===== src/hdl/dio_pkg.sv =====
// Package: register map, widths and reset values of the dual port block
package dio_pkg;
    localparam int DIO_WIDTH = 8;
    localparam int DIO_ADDR_W = 4;
    // Register offsets
    localparam logic [3:0] FIRST_PORT_PIN_LEVELS = 4'h0;
    localparam logic [3:0] FIRST_PORT_OUTPUT_REG = 4'h1;
    localparam logic [3:0] FIRST_PORT_DIRECTION_REG = 4'h2;
    localparam logic [3:0] FIRST_PORT_OPENDRAIN_REG = 4'h3;
    localparam logic [3:0] FIRST_PORT_PULLUP_REG = 4'h4;
    localparam logic [3:0] FIRST_PORT_MODE_REG = 4'h5;
    localparam logic [3:0] PORT_C_PIN_LEVELS = 4'h8;
    localparam logic [3:0] PORT_C_OUTPUT_VALUE = 4'h9;
    localparam logic [3:0] PORT_C_DIRECTION = 4'ha;
    // Reset values
    localparam logic [7:0] DIO_RESET_BYTE = 8'h00;
    localparam logic [7:0] DIO_UNMAPPED_READ = 8'h00;
endpackage


===== src/hdl/dio_sync.sv =====
// Two-flop synchroniser for a pin bus
`timescale 1ns/1ps
`default_nettype none
module dio_sync
    import dio_pkg::*;
#(
    parameter int WIDTH = DIO_WIDTH
) (
    input wire logic clk,
    input wire logic rst_n,
    input wire logic [WIDTH-1:0] async_in,
    output logic [WIDTH-1:0] sync_out
);
    typedef struct packed {
        logic [WIDTH-1:0] stage1;
        logic [WIDTH-1:0] stage2;
    } dio_sync_state_type;

    dio_sync_state_type state;
    dio_sync_state_type next_state;

    always_comb begin
        next_state.stage1 = async_in;
        next_state.stage2 = state.stage1;
    end

    always_ff @(posedge clk) begin
        if (!rst_n) begin
            state <= '0;
        end else begin
            state <= next_state;
        end
    end

    assign sync_out = state.stage2;
endmodule
`default_nettype wire


===== src/hdl/dio_pin_ctrl.sv =====
// Per-pin drive, enable and pull-up logic of the first port
`timescale 1ns/1ps
`default_nettype none
module dio_pin_ctrl
    import dio_pkg::*;
#(
    parameter int WIDTH = DIO_WIDTH
) (
    input wire logic [WIDTH-1:0] dir,
    input wire logic [WIDTH-1:0] out_val,
    input wire logic [WIDTH-1:0] open_drain,
    input wire logic [WIDTH-1:0] pullup_sel,
    input wire logic [WIDTH-1:0] analog_sel,
    input wire logic [WIDTH-1:0] func_en,
    input wire logic [WIDTH-1:0] func_dir,
    input wire logic [WIDTH-1:0] func_out,
    output logic [WIDTH-1:0] pin_o,
    output logic [WIDTH-1:0] pin_oe_n,
    output logic [WIDTH-1:0] pullup_en,
    output logic [WIDTH-1:0] in_buf_en
);
    // ==========================================
    // Per-pin priority and drive
    genvar i;
    generate
        for (i = 0; i < WIDTH; i++) begin : g_pin
            logic drive_dir;
            logic drive_val;
            logic drives;
            assign drive_dir = func_en[i] ? func_dir[i] : dir[i];
            assign drive_val = func_en[i] ? func_out[i] : out_val[i];
            // Open drain only pulls low
            assign drives = !analog_sel[i] && drive_dir && (!open_drain[i] || !drive_val);
            assign pin_o[i] = open_drain[i] ? 1'b0 : drive_val;
            assign pin_oe_n[i] = !drives;
            assign pullup_en[i] = !analog_sel[i] && pullup_sel[i]
                && (!drive_dir || (open_drain[i] && drive_val));
            assign in_buf_en[i] = !analog_sel[i];
        end
    endgenerate
endmodule
`default_nettype wire


===== src/hdl/dio_top.sv =====
// Dual 8-bit general purpose digital port with register access
`timescale 1ns/1ps
`default_nettype none
// Contract
// - First port direction 1 drives, 0 inputs
// - Reset clears first port direction
// - First port levels read raw, read-only
// - Input buffer stays on when output
// - Output bits driven when direction set; reset 0
// - Open drain: low for 0, float for 1
// - Reset clears open-drain bits
// - Per-pin pull-up select, reset 0
// - Pull-up only input or floating open-drain
// - Input buffer off only in analog mode
// - Second port direction 1 drives output
// - Reset clears second port registers
// - Second port output register drives pins
// - Second port levels read raw, read-only
// - Second port eight bits, 7 to 0
// - Analog beats function beats digital
module dio_top
    import dio_pkg::*;
#(
    parameter int WIDTH = DIO_WIDTH
) (
    input wire logic clk,
    input wire logic rst_n,
    input wire logic [DIO_ADDR_W-1:0] reg_addr,
    input wire logic [7:0] reg_wdata,
    input wire logic reg_write,
    input wire logic reg_read,
    output logic [7:0] reg_rdata,
    input wire logic [WIDTH-1:0] first_port_pin_i,
    output logic [WIDTH-1:0] first_port_pin_o,
    output logic [WIDTH-1:0] first_port_pin_oe_n,
    output logic [WIDTH-1:0] first_port_pullup_en,
    output logic [WIDTH-1:0] first_port_in_buf_en,
    input wire logic [WIDTH-1:0] first_port_func_en,
    input wire logic [WIDTH-1:0] first_port_func_dir,
    input wire logic [WIDTH-1:0] first_port_func_out,
    input wire logic [WIDTH-1:0] second_port_pin_i,
    output logic [WIDTH-1:0] second_port_pin_o,
    output logic [WIDTH-1:0] second_port_pin_oe_n
);
    // ==========================================
    // State
    typedef struct packed {
        logic [WIDTH-1:0] first_port_output_reg;
        logic [WIDTH-1:0] first_port_direction_reg;
        logic [WIDTH-1:0] first_port_opendrain_reg;
        logic [WIDTH-1:0] first_port_pullup_reg;
        logic [WIDTH-1:0] first_port_analog_reg;
        logic [WIDTH-1:0] port_c_output_value;
        logic [WIDTH-1:0] port_c_direction;
        logic [7:0] rdata;
    } dio_state_type;

    dio_state_type state;
    dio_state_type next_state;
    logic [WIDTH-1:0] first_port_pin_levels;
    logic [WIDTH-1:0] port_c_pin_levels;
    logic [7:0] read_mux;

    // ==========================================
    // Pin synchronisers
    dio_sync #(.WIDTH(WIDTH)) u_sync_first (
        .clk(clk),
        .rst_n(rst_n),
        .async_in(first_port_pin_i),
        .sync_out(first_port_pin_levels)
    );

    dio_sync #(.WIDTH(WIDTH)) u_sync_second (
        .clk(clk),
        .rst_n(rst_n),
        .async_in(second_port_pin_i),
        .sync_out(port_c_pin_levels)
    );

    // ==========================================
    // First port pin control
    dio_pin_ctrl #(.WIDTH(WIDTH)) u_pin_ctrl (
        .dir(state.first_port_direction_reg),
        .out_val(state.first_port_output_reg),
        .open_drain(state.first_port_opendrain_reg),
        .pullup_sel(state.first_port_pullup_reg),
        .analog_sel(state.first_port_analog_reg),
        .func_en(first_port_func_en),
        .func_dir(first_port_func_dir),
        .func_out(first_port_func_out),
        .pin_o(first_port_pin_o),
        .pin_oe_n(first_port_pin_oe_n),
        .pullup_en(first_port_pullup_en),
        .in_buf_en(first_port_in_buf_en)
    );

    // ==========================================
    // Second port drive
    assign second_port_pin_o = state.port_c_output_value;
    assign second_port_pin_oe_n = ~state.port_c_direction;

    // ==========================================
    // Read mux
    always_comb begin
        read_mux = DIO_UNMAPPED_READ;
        case (reg_addr)
            FIRST_PORT_PIN_LEVELS: read_mux = 8'(first_port_pin_levels & state.first_port_direction_reg
                | first_port_pin_levels & ~state.first_port_direction_reg);
            FIRST_PORT_OUTPUT_REG: read_mux = 8'(state.first_port_output_reg);
            FIRST_PORT_DIRECTION_REG: read_mux = 8'(state.first_port_direction_reg);
            FIRST_PORT_OPENDRAIN_REG: read_mux = 8'(state.first_port_opendrain_reg);
            FIRST_PORT_PULLUP_REG: read_mux = 8'(state.first_port_pullup_reg);
            FIRST_PORT_MODE_REG: read_mux = 8'(state.first_port_analog_reg);
            PORT_C_PIN_LEVELS: read_mux = 8'(port_c_pin_levels);
            PORT_C_OUTPUT_VALUE: read_mux = 8'(state.port_c_output_value);
            PORT_C_DIRECTION: read_mux = 8'(state.port_c_direction);
            default: read_mux = DIO_UNMAPPED_READ;
        endcase
    end

    // ==========================================
    // Register writes
    always_comb begin
        next_state = state;
        next_state.rdata = reg_read ? read_mux : DIO_RESET_BYTE;
        if (reg_write) begin
            case (reg_addr)
                FIRST_PORT_OUTPUT_REG: next_state.first_port_output_reg = reg_wdata[WIDTH-1:0];
                FIRST_PORT_DIRECTION_REG: next_state.first_port_direction_reg = reg_wdata[WIDTH-1:0];
                FIRST_PORT_OPENDRAIN_REG: next_state.first_port_opendrain_reg = reg_wdata[WIDTH-1:0];
                FIRST_PORT_PULLUP_REG: next_state.first_port_pullup_reg = reg_wdata[WIDTH-1:0];
                FIRST_PORT_MODE_REG: next_state.first_port_analog_reg = reg_wdata[WIDTH-1:0];
                PORT_C_OUTPUT_VALUE: next_state.port_c_output_value = reg_wdata[WIDTH-1:0];
                PORT_C_DIRECTION: next_state.port_c_direction = reg_wdata[WIDTH-1:0];
                default: next_state = next_state;
            endcase
        end
    end

    always_ff @(posedge clk) begin
        if (!rst_n) begin
            state <= '0;
        end else begin
            state <= next_state;
        end
    end

    assign reg_rdata = state.rdata;
endmodule
`default_nettype wire


===== config.mk =====
export PLATFORM = sky130hd
export DESIGN_NAME = dio_top
export DESIGN_NICKNAME = d
export VERILOG_FILES = /design/src/hdl/dio_pkg.sv /design/src/hdl/dio_sync.sv /design/src/hdl/dio_pin_ctrl.sv /design/src/hdl/dio_top.sv
export SDC_FILE = /design/constraint.sdc
export NUM_CORES = 1
export LEC_CHECK = 0
export ABC_AREA = 1
export BUFFER_PORTS_ARGS = -buffer_cell sky130_fd_sc_hd__clkbuf_2
export CAP_MARGIN = 20
export CORE_MARGIN = 2
export CORE_UTILIZATION = 50
export CTS_CLUSTER_SIZE = 16
export DETAILED_ROUTE_END_ITERATION = 7
export PLACE_DENSITY = 0.75
export SETUP_SLACK_MARGIN = 0.15
export SLEW_MARGIN = 20
export SYNTH_ARGS = -nofsm -noshare
export SYNTH_HDL_FRONTEND = slang
export SYNTH_HIERARCHICAL = 1
export SYNTH_SLANG_ARGS = --single-unit

===== constraint.sdc =====
create_clock -name clk -period 1.3 [get_ports clk]
set_input_delay 0.13 -clock clk [delete_from_list [all_inputs] [get_ports clk]]
set_output_delay 0.13 -clock clk [all_outputs]
set_load 0.02 [all_outputs]

==> flow_metrics.py, run 1 <==
metrics = {
    "outcome": {
        "status": "finished with violations",
        "failed_checks": "negative setup slack",
    },
    "worst_setup_path": {
        "critical_path.cell_chain": "inv_2 > nand2_2 > nand3_2 > a21oi_2 > clkbuf_8",
        "start_kind": "register",
        "r2r_slack_ps": 220,
        "crit_fanout": 2,
        "cp_data_arrival_time_ps": 1200,
        "crit_required_ps": 1170,
        "crit_path_top_delay_cell": "dfxtp_2",
        "r2r-end": "reg_rdata[6]$_SDFF_PN0_",
        "critPathCaptureType": "output pin",
        "r2r-start": "state[62]$_SDFFE_PN0P_",
        "slowest_delay_ps": 350,
        "r2r_cells": 8,
        "path_class": "register to output pin",
    },
    "grt": {
        "track_usage_pct": 26.08,
        "antenna_found_initial": 0,
        "grt_pass1_wl_um": 20420,
        "grt_pass1_vias": 4375,
        "grt_start_max_net_pins": 49,
        "overflow": 0,
    },
    "placed_design": {
        "dp_slack_ps": -58.93,
        "dp_hpwl_um": 9311,
        "portBuffers": 111,
        "place_congestion": 0.9041,
        "place_inst": 881,
    },
    "layout": {
        "diodes": 0,
        "n_fill_cell": 754,
        "final_layout_size_suffix_gt1_share_pct": 34.80,
        "layout.cells.non_filler": 927,
        "area_growth_pct": 32.57,
        "fin_util_pct": 69.11,
        "num-nets-final": 870,
    },
    "synth": {
        "syn_area_per_cell_um2": 6.862,
        "seq_area_frac_synth_pct": 41.86,
        "synth.distinct_cells": 17,
        "synth.cell_area_um2": 4591,
        "syn_nets": 725,
        "synthCells": 669,
        "synth.ff_latch_count": 96,
        "ys_warn_count": 6,
    },
    "drt": {
        "dr.pass1.iters": 5,
        "drc": 0,
        "drt_iter0_markers": 284,
        "vias": 4596,
        "routed_wl_um": 12850,
        "wl_per_cell_um": 13.86,
        "antenna_left": 0,
        "via_per_inst": 4.958,
    },
    "timing": {
        "final.setup.worst_slack_ps": -32.02,
        "worstMarginPinSlew_ps": 347.8,
        "slew_viol_final": 0,
        "tns_ps": -154.3,
        "max_freq_ghz": 0.7507,
        "whs_ps": 105.0,
        "worst_clock_skew_ps": 7.248,
        "rsz0062_at_grt": "yes",
        "relSlewSlack_pct": 76.79,
        "period_share_pct": 102.5,
        "final_hold_viol_count": 0,
        "period_needed_ps": 1332,
        "setup_viol": 8,
    },
    "die": {
        "die_h_um": 99.82,
        "core_area_um2": 8806,
        "dieWidth_um": 99.82,
        "rows": 34,
        "io_pins": 112,
        "die_area_um2": 9964,
        "start_util_pct": 52.13,
    },
    "power_and_ir_drop": {
        "leakage_nw": 3.017,
        "powerDensity_nw_per_um2": 954.3,
        "ir_drop_mv": 0.6313,
    },
    "min_path": {
        "hold_start": "reg_wdata[7]",
        "hold_end": "state[47]$_SDFFE_PN0P_",
        "hold_class": "input port to register",
        "min_path_cells": 3,
    },
    "run": {
        "maxCapViolations": 0,
    },
    "clocking": {
        "clockRootBuffer": "clkbuf_8",
        "cts_sinks": 96,
        "h-tree-depth": 3,
        "insertion_delay_ps": 360,
        "clkTransAtPathRegs_ps": 100,
        "clockBufferDepth": 2,
        "cts_made_buffers": 9,
        "tritoncts": "yes",
    },
}
[final cells by class]
type | count | area (um^2) | area share [%]
clock buffers | 9 | 123.9 | 2.035
clock inverters | 7 | 61.31 | 1.007
inverters | 136 | 510.5 | 8.388
multi-input cells | 395 | 1984 | 32.61
flip-flops and latches | 96 | 1961 | 32.22
well taps | 108 | 135.1 | 2.220
repair buffers | 176 | 1310 | 21.53
[cells in the final DEF (no fill, tap or decap), types with 30 or more instances in the layout]
cell type	n
nand2_1	116
inv_1	119
dfxtp_1	65
nand3_1	84
a21oi_1	56
dfxtp_2	31
nor2_1	30
o21ai_0	48
buf_4	57
clkbuf_2	81
[kinds of logic (layout without fill, tap and decap cells)]
logic type / Yosys count / in the layout / share of synthesized area [%]
compound gates: 112 / 112 / 12.86
flops: 96 / 96 / 41.86
simple gates: 283 / 283 / 28.02
buf+inv: 178 / 328 / 17.25
[cell usage after synthesis]
master	count	area (um^2)
a21oi_1	56	280.3
a21oi_2	8	70.07
buf_12	2	40.04
buf_2	13	65.06
buf_4	16	120.1
buf_6	2	22.52
clkbuf_1	9	33.78
dfxtp_1	96	1922
inv_1	129	484.2
inv_2	7	26.28
nand2_1	125	469.2
nand2_2	18	112.6
nand3_1	93	465.5
nand3_2	8	80.08
nor2_1	34	127.6
nor2_2	5	31.28
o21ai_0	48	240.2
[through the flow]
| stage | total power [mW] | area [um^2] |
|---|---|---|
| 5_1_grt | 6.058 | 6086 |
| 2_1_floorplan | 3.550 | 4591 |
| 3_5_place_dp | 3.856 | 5303 |
| 4_1_cts | 5.794 | 5976 |
| 6_report | 5.807 | 6086 |
| 3_3_place_gp | 3.836 | 5303 |
[routing by layer]
metal  track usage (%)  part of all wire, %
met5                 0                    0
met4             6.217                  1.0
met3             4.805                  5.8
met2             45.95                   49
met1             33.25                   44
[sequential cells by signal, indices dropped and copies added, names as in the netlist]
register	count
reg_rdata	8
second_port_pin_o	8
state	48
u_sync_first/next_state	8
u_sync_first/sync_out	8
u_sync_second/next_state	8
u_sync_second/sync_out	8
[power breakdown]
| group | switching, mW | internal (mW) |
|---|---|---|
| Clock | 1.13 | 0.733 |
| Combinational | 0.501 | 0.371 |
| Sequential | 0.0424 | 3.03 |
[worst max-delay path, delay by kind of cell, from the launching register on]
kind | cells | cell delay (ps)
flip-flops | 1 | 350
buffers and inverters | 2 | 180
AND/OR/NAND/NOR | 2 | 160
AO/OA/AOI/OAI | 1 | 140
[how the worst max path moves through the flow]
stage                                start                                 to  slack (ps)  cells after the start
floorplan                      reg_addr[0]             state[35]$_SDFFE_PN0P_         210                      5
global placement               reg_addr[3]  second_port_pin_o[2]$_SDFFE_PN0P_         -10                      8
detailed placement             reg_addr[3]  second_port_pin_o[5]$_SDFFE_PN0P_         -60                      8
CTS                 state[56]$_SDFFE_PN0P_            first_port_pullup_en[0]         -50                      5
global route        state[58]$_SDFFE_PN0P_            first_port_pullup_en[2]        -100                      5
finish              state[59]$_SDFFE_PN0P_            first_port_pullup_en[3]         -30                      5
[what timing repair did]
item | 4_1_cts | 5_1_grt
gates resized for setup | 85 | 50
hold buffers | 16 | 0
pin swaps | 1 | 7
endpoints found under the setup margin | 24 | 31
hold endpoints to repair | 16 | 0
setup buffers | 12 | 2
(Power assumes the default switching activity.)
==> run 2, diff against run 1 <==
Settings changed: ABC_AREA 1 to unset, PLACE_DENSITY 0.75 to 0.76, TNS_END_PERCENT set to 1.
==> run 2 against run 1 <==
Effect of this change: the run still ends with negative setup slack left; power is 1.5% higher; synthesized cell count is 30% lower; core utilization is 1.6 points higher; die area is 1.4% lower; global-route usage is 0.45 points higher; design area is 1.8% higher; register-to-register slack worse by 150 ps; synthesized area is 1.5% lower; sequential share of layout area is 0.10 points lower; critical path depth is 1 lower; worst hold slack worse by 16 ps; worst setup slack worse by 220 ps.
==> flow_metrics.py, run 2 <==
metrics = {
    "worst_setup_path": {
        "crit_fanout": 4,
        "r2r-end": "reg_rdata[5]$_SDFF_PN0_",
        "endpoint": "first_port_pullup_en[7]",
        "worstSetupPathDepth": 4,
        "start_kind": "register",
        "crit_family": "flip-flops",
        "crit_path_top_delay_cell": "dfxtp_4",
        "critical_path.cell_chain": "nand2_2 > a32oi_2 > and3_4 > buf_8",
        "r2r_slack_ps": 70,
        "r2r_cells": 4,
        "slowest_delay_ps": 380,
        "crit_required_ps": 1170,
        "r2r-start": "state[53]$_SDFFE_PN0P_",
        "critPathCaptureType": "output pin",
        "crit_buf_inv": 1,
        "cp_data_arrival_time_ps": 1420,
        "cp-startpoint": "state[47]$_SDFFE_PN0P_",
        "path_class": "register to output pin",
    },
    "clocking": {
        "clockBufferDepth": 2,
        "insertion_delay_ps": 360,
        "tritoncts": "yes",
        "cts_made_buffers": 9,
        "clkTransAtPathRegs_ps": 90,
        "h-tree-depth": 3,
        "cts_sinks": 96,
        "clockRootBuffer": "clkbuf_8",
    },
    "grt": {
        "antenna_found_initial": 0,
        "track_usage_pct": 26.53,
        "overflow": 0,
        "grt_pass1_vias": 3915,
        "grt_pass1_wl_um": 20370,
        "grt_start_max_net_pins": 39,
    },
    "run": {
        "maxCapViolations": 0,
    },
    "layout": {
        "regMostFlops": "state",
        "diodes": 0,
        "final_layout_size_suffix_gt1_share_pct": 46.65,
        "largest_reg_flops": 48,
        "final_cell_mix": "clkbuf_2, buf_4, dfxtp_1",
        "area_growth_pct": 36.96,
        "num-nets-final": 692,
        "mostFrequentLayoutCell": "clkbuf_2",
    },
    "synth": {
        "seq_area_frac_synth_pct": 42.49,
        "synth.ff_latch_count": 96,
        "synth_most_common_cell": "dfxtp_1",
        "synth_area_leaders": "dfxtp_1, mux2i_1, nor2b_1, and2_2, buf_4",
        "synth_top_area_share_pct": 42.49,
        "syn_nets": 523,
        "synth.cell_area_um2": 4523,
        "synth_area_leader_cell": "dfxtp_1",
        "synth_ff_type": "dfxtp_1",
        "ys_warn_count": 6,
        "synthCells": 467,
        "async_flop_share_pct": 0,
        "synth-edff-count": 0,
        "syn_area_per_cell_um2": 9.685,
        "synth_common_cells": "dfxtp_1, mux2i_1, nor2b_1",
        "synth.distinct_cells": 41,
    },
    "die": {
        "die_h_um": 99.11,
        "die_area_um2": 9823,
        "core_area_um2": 8763,
        "io_pins": 112,
        "dieWidth_um": 99.11,
        "start_util_pct": 51.61,
        "rows": 34,
    },
    "placed_design": {
        "portBuffers": 111,
        "place_congestion": 0.9215,
        "dp_hpwl_um": 9400,
        "dp_slack_ps": -199.0,
    },
    "timing": {
        "relSlewSlack_pct": 71.28,
        "setup_viol": 16,
        "worst_clock_skew_ps": 7.006,
        "final_hold_viol_count": 0,
        "tns_ps": -2469,
        "slew_viol_final": 0,
        "final.setup.worst_slack_ps": -248.6,
        "rsz0062_at_grt": "yes",
        "max_freq_ghz": 0.6457,
        "worstMarginPinSlew_ps": 429.9,
        "period_needed_ps": 1549,
        "period_share_pct": 119.1,
        "whs_ps": 88.86,
    },
    "drt": {
        "drc": 0,
        "drt_iter0_markers": 281,
        "antenna_left": 0,
        "routed_wl_um": 13250,
        "vias": 4016,
        "wl_per_cell_um": 17.69,
        "dr.pass1.iters": 5,
        "via_per_inst": 5.362,
    },
    "power_and_ir_drop": {
        "leakage_nw": 2.674,
        "powerDensity_nw_per_um2": 951.9,
        "power.total_mw": 5.897,
        "ir_drop_mv": 0.7684,
    },
    "outcome": {
        "status": "finished with violations",
        "failed_checks": "negative setup slack",
    },
    "min_path": {
        "hold_start": "reg_wdata[3]",
        "hold_class": "input port to register",
    },
}
[run 2: changes by cell type after synthesis, sizes merged, moves of 34 or more]
cell and delta:
a21oi -54, nor2b +61, nand3 -89, mux2i +60, nand2 -111, inv -118, and2 +34, o21ai -48
[run 2: area by class of cell]
class / instances / area [um^2]
Fill cell: 671 / 2569
Multi-Input combinational cell: 313 / 2436
Sequential cell: 96 / 1989
Timing Repair Buffer: 198 / 1355
Tap cell: 108 / 135.1
Clock buffer: 10 / 127.6
Clock inverter: 6 / 83.83
Inverter: 18 / 67.56
[run 2: worst register-to-register path: cells and delay by family, from the launching register on]
family / cells / cell delay, ps
AO/OA/AOI/OAI: 3 / 650
buffers and inverters: 1 / 130
flip-flops: 1 / 320
[run 2: how the worst min path moves through the flow]
| stage | endpoint | slack (ps) | cells past startpoint |
|---|---|---|---|
| floorplan | u_sync_first/next_state[1]$_SDFF_PN0_ | 260 | 1 |
| global placement | u_sync_first/next_state[1]$_SDFF_PN0_ | 330 | 2 |
| detailed placement | u_sync_first/next_state[3]$_SDFF_PN0_ | 340 | 2 |
| CTS | state[37]$_SDFFE_PN0P_ | 90 | 3 |
| global route | state[35]$_SDFFE_PN0P_ | 100 | 3 |
| finish | state[35]$_SDFFE_PN0P_ | 90 | 3 |
[run 2: power breakdown]
| group | switching (mW) | internal, mW | leakage, nW |
|---|---|---|---|
| Sequential | 0.0379 | 2.99 | 0.801 |
| Clock | 1.01 | 1.08 | 0.110 |
| Combinational | 0.399 | 0.388 | 1.76 |
[run 2: metrics by stage]
stage / instance area, um^2 / util (%) / std cells
global route: 6195 / 70.69 / 749
global placement: 5406 / 61.69 / 703
finish: 6195 / 70.69 / 749
detailed placement: 5406 / 61.69 / 703
CTS: 5966 / 68.08 / 741
floorplan: 4537 / - / 467
[run 2: metal layers]
| metal | wire length (um) | GRT usage [%] |
|---|---|---|
| met1 | 5713 | 35.79 |
| met2 | 6512 | 43.45 |
| met3 | 764 | 4.708 |
| met4 | 259 | 8.430 |
| met5 | 0 | 0 |
[run 2: timing repair]
item | 4_1_cts | 5_1_grt
setup buffers | 6 | 8
hold endpoints to repair | 16 | 0
setup endpoints to repair | 27 | 43
pin swaps | 24 | 27
hold buffers | 16 | 0
resized for setup | 60 | 61
[run 2: logic make-up after synthesis]
| logic type | share of synthesized area, % |
|---|---|
| AOI/OAI and AO/OA | 10.51 |
| DFF | 42.49 |
| muxes | 15.27 |
| buffers and inverters | 7.220 |
| and+or+nand+nor | 24.51 |
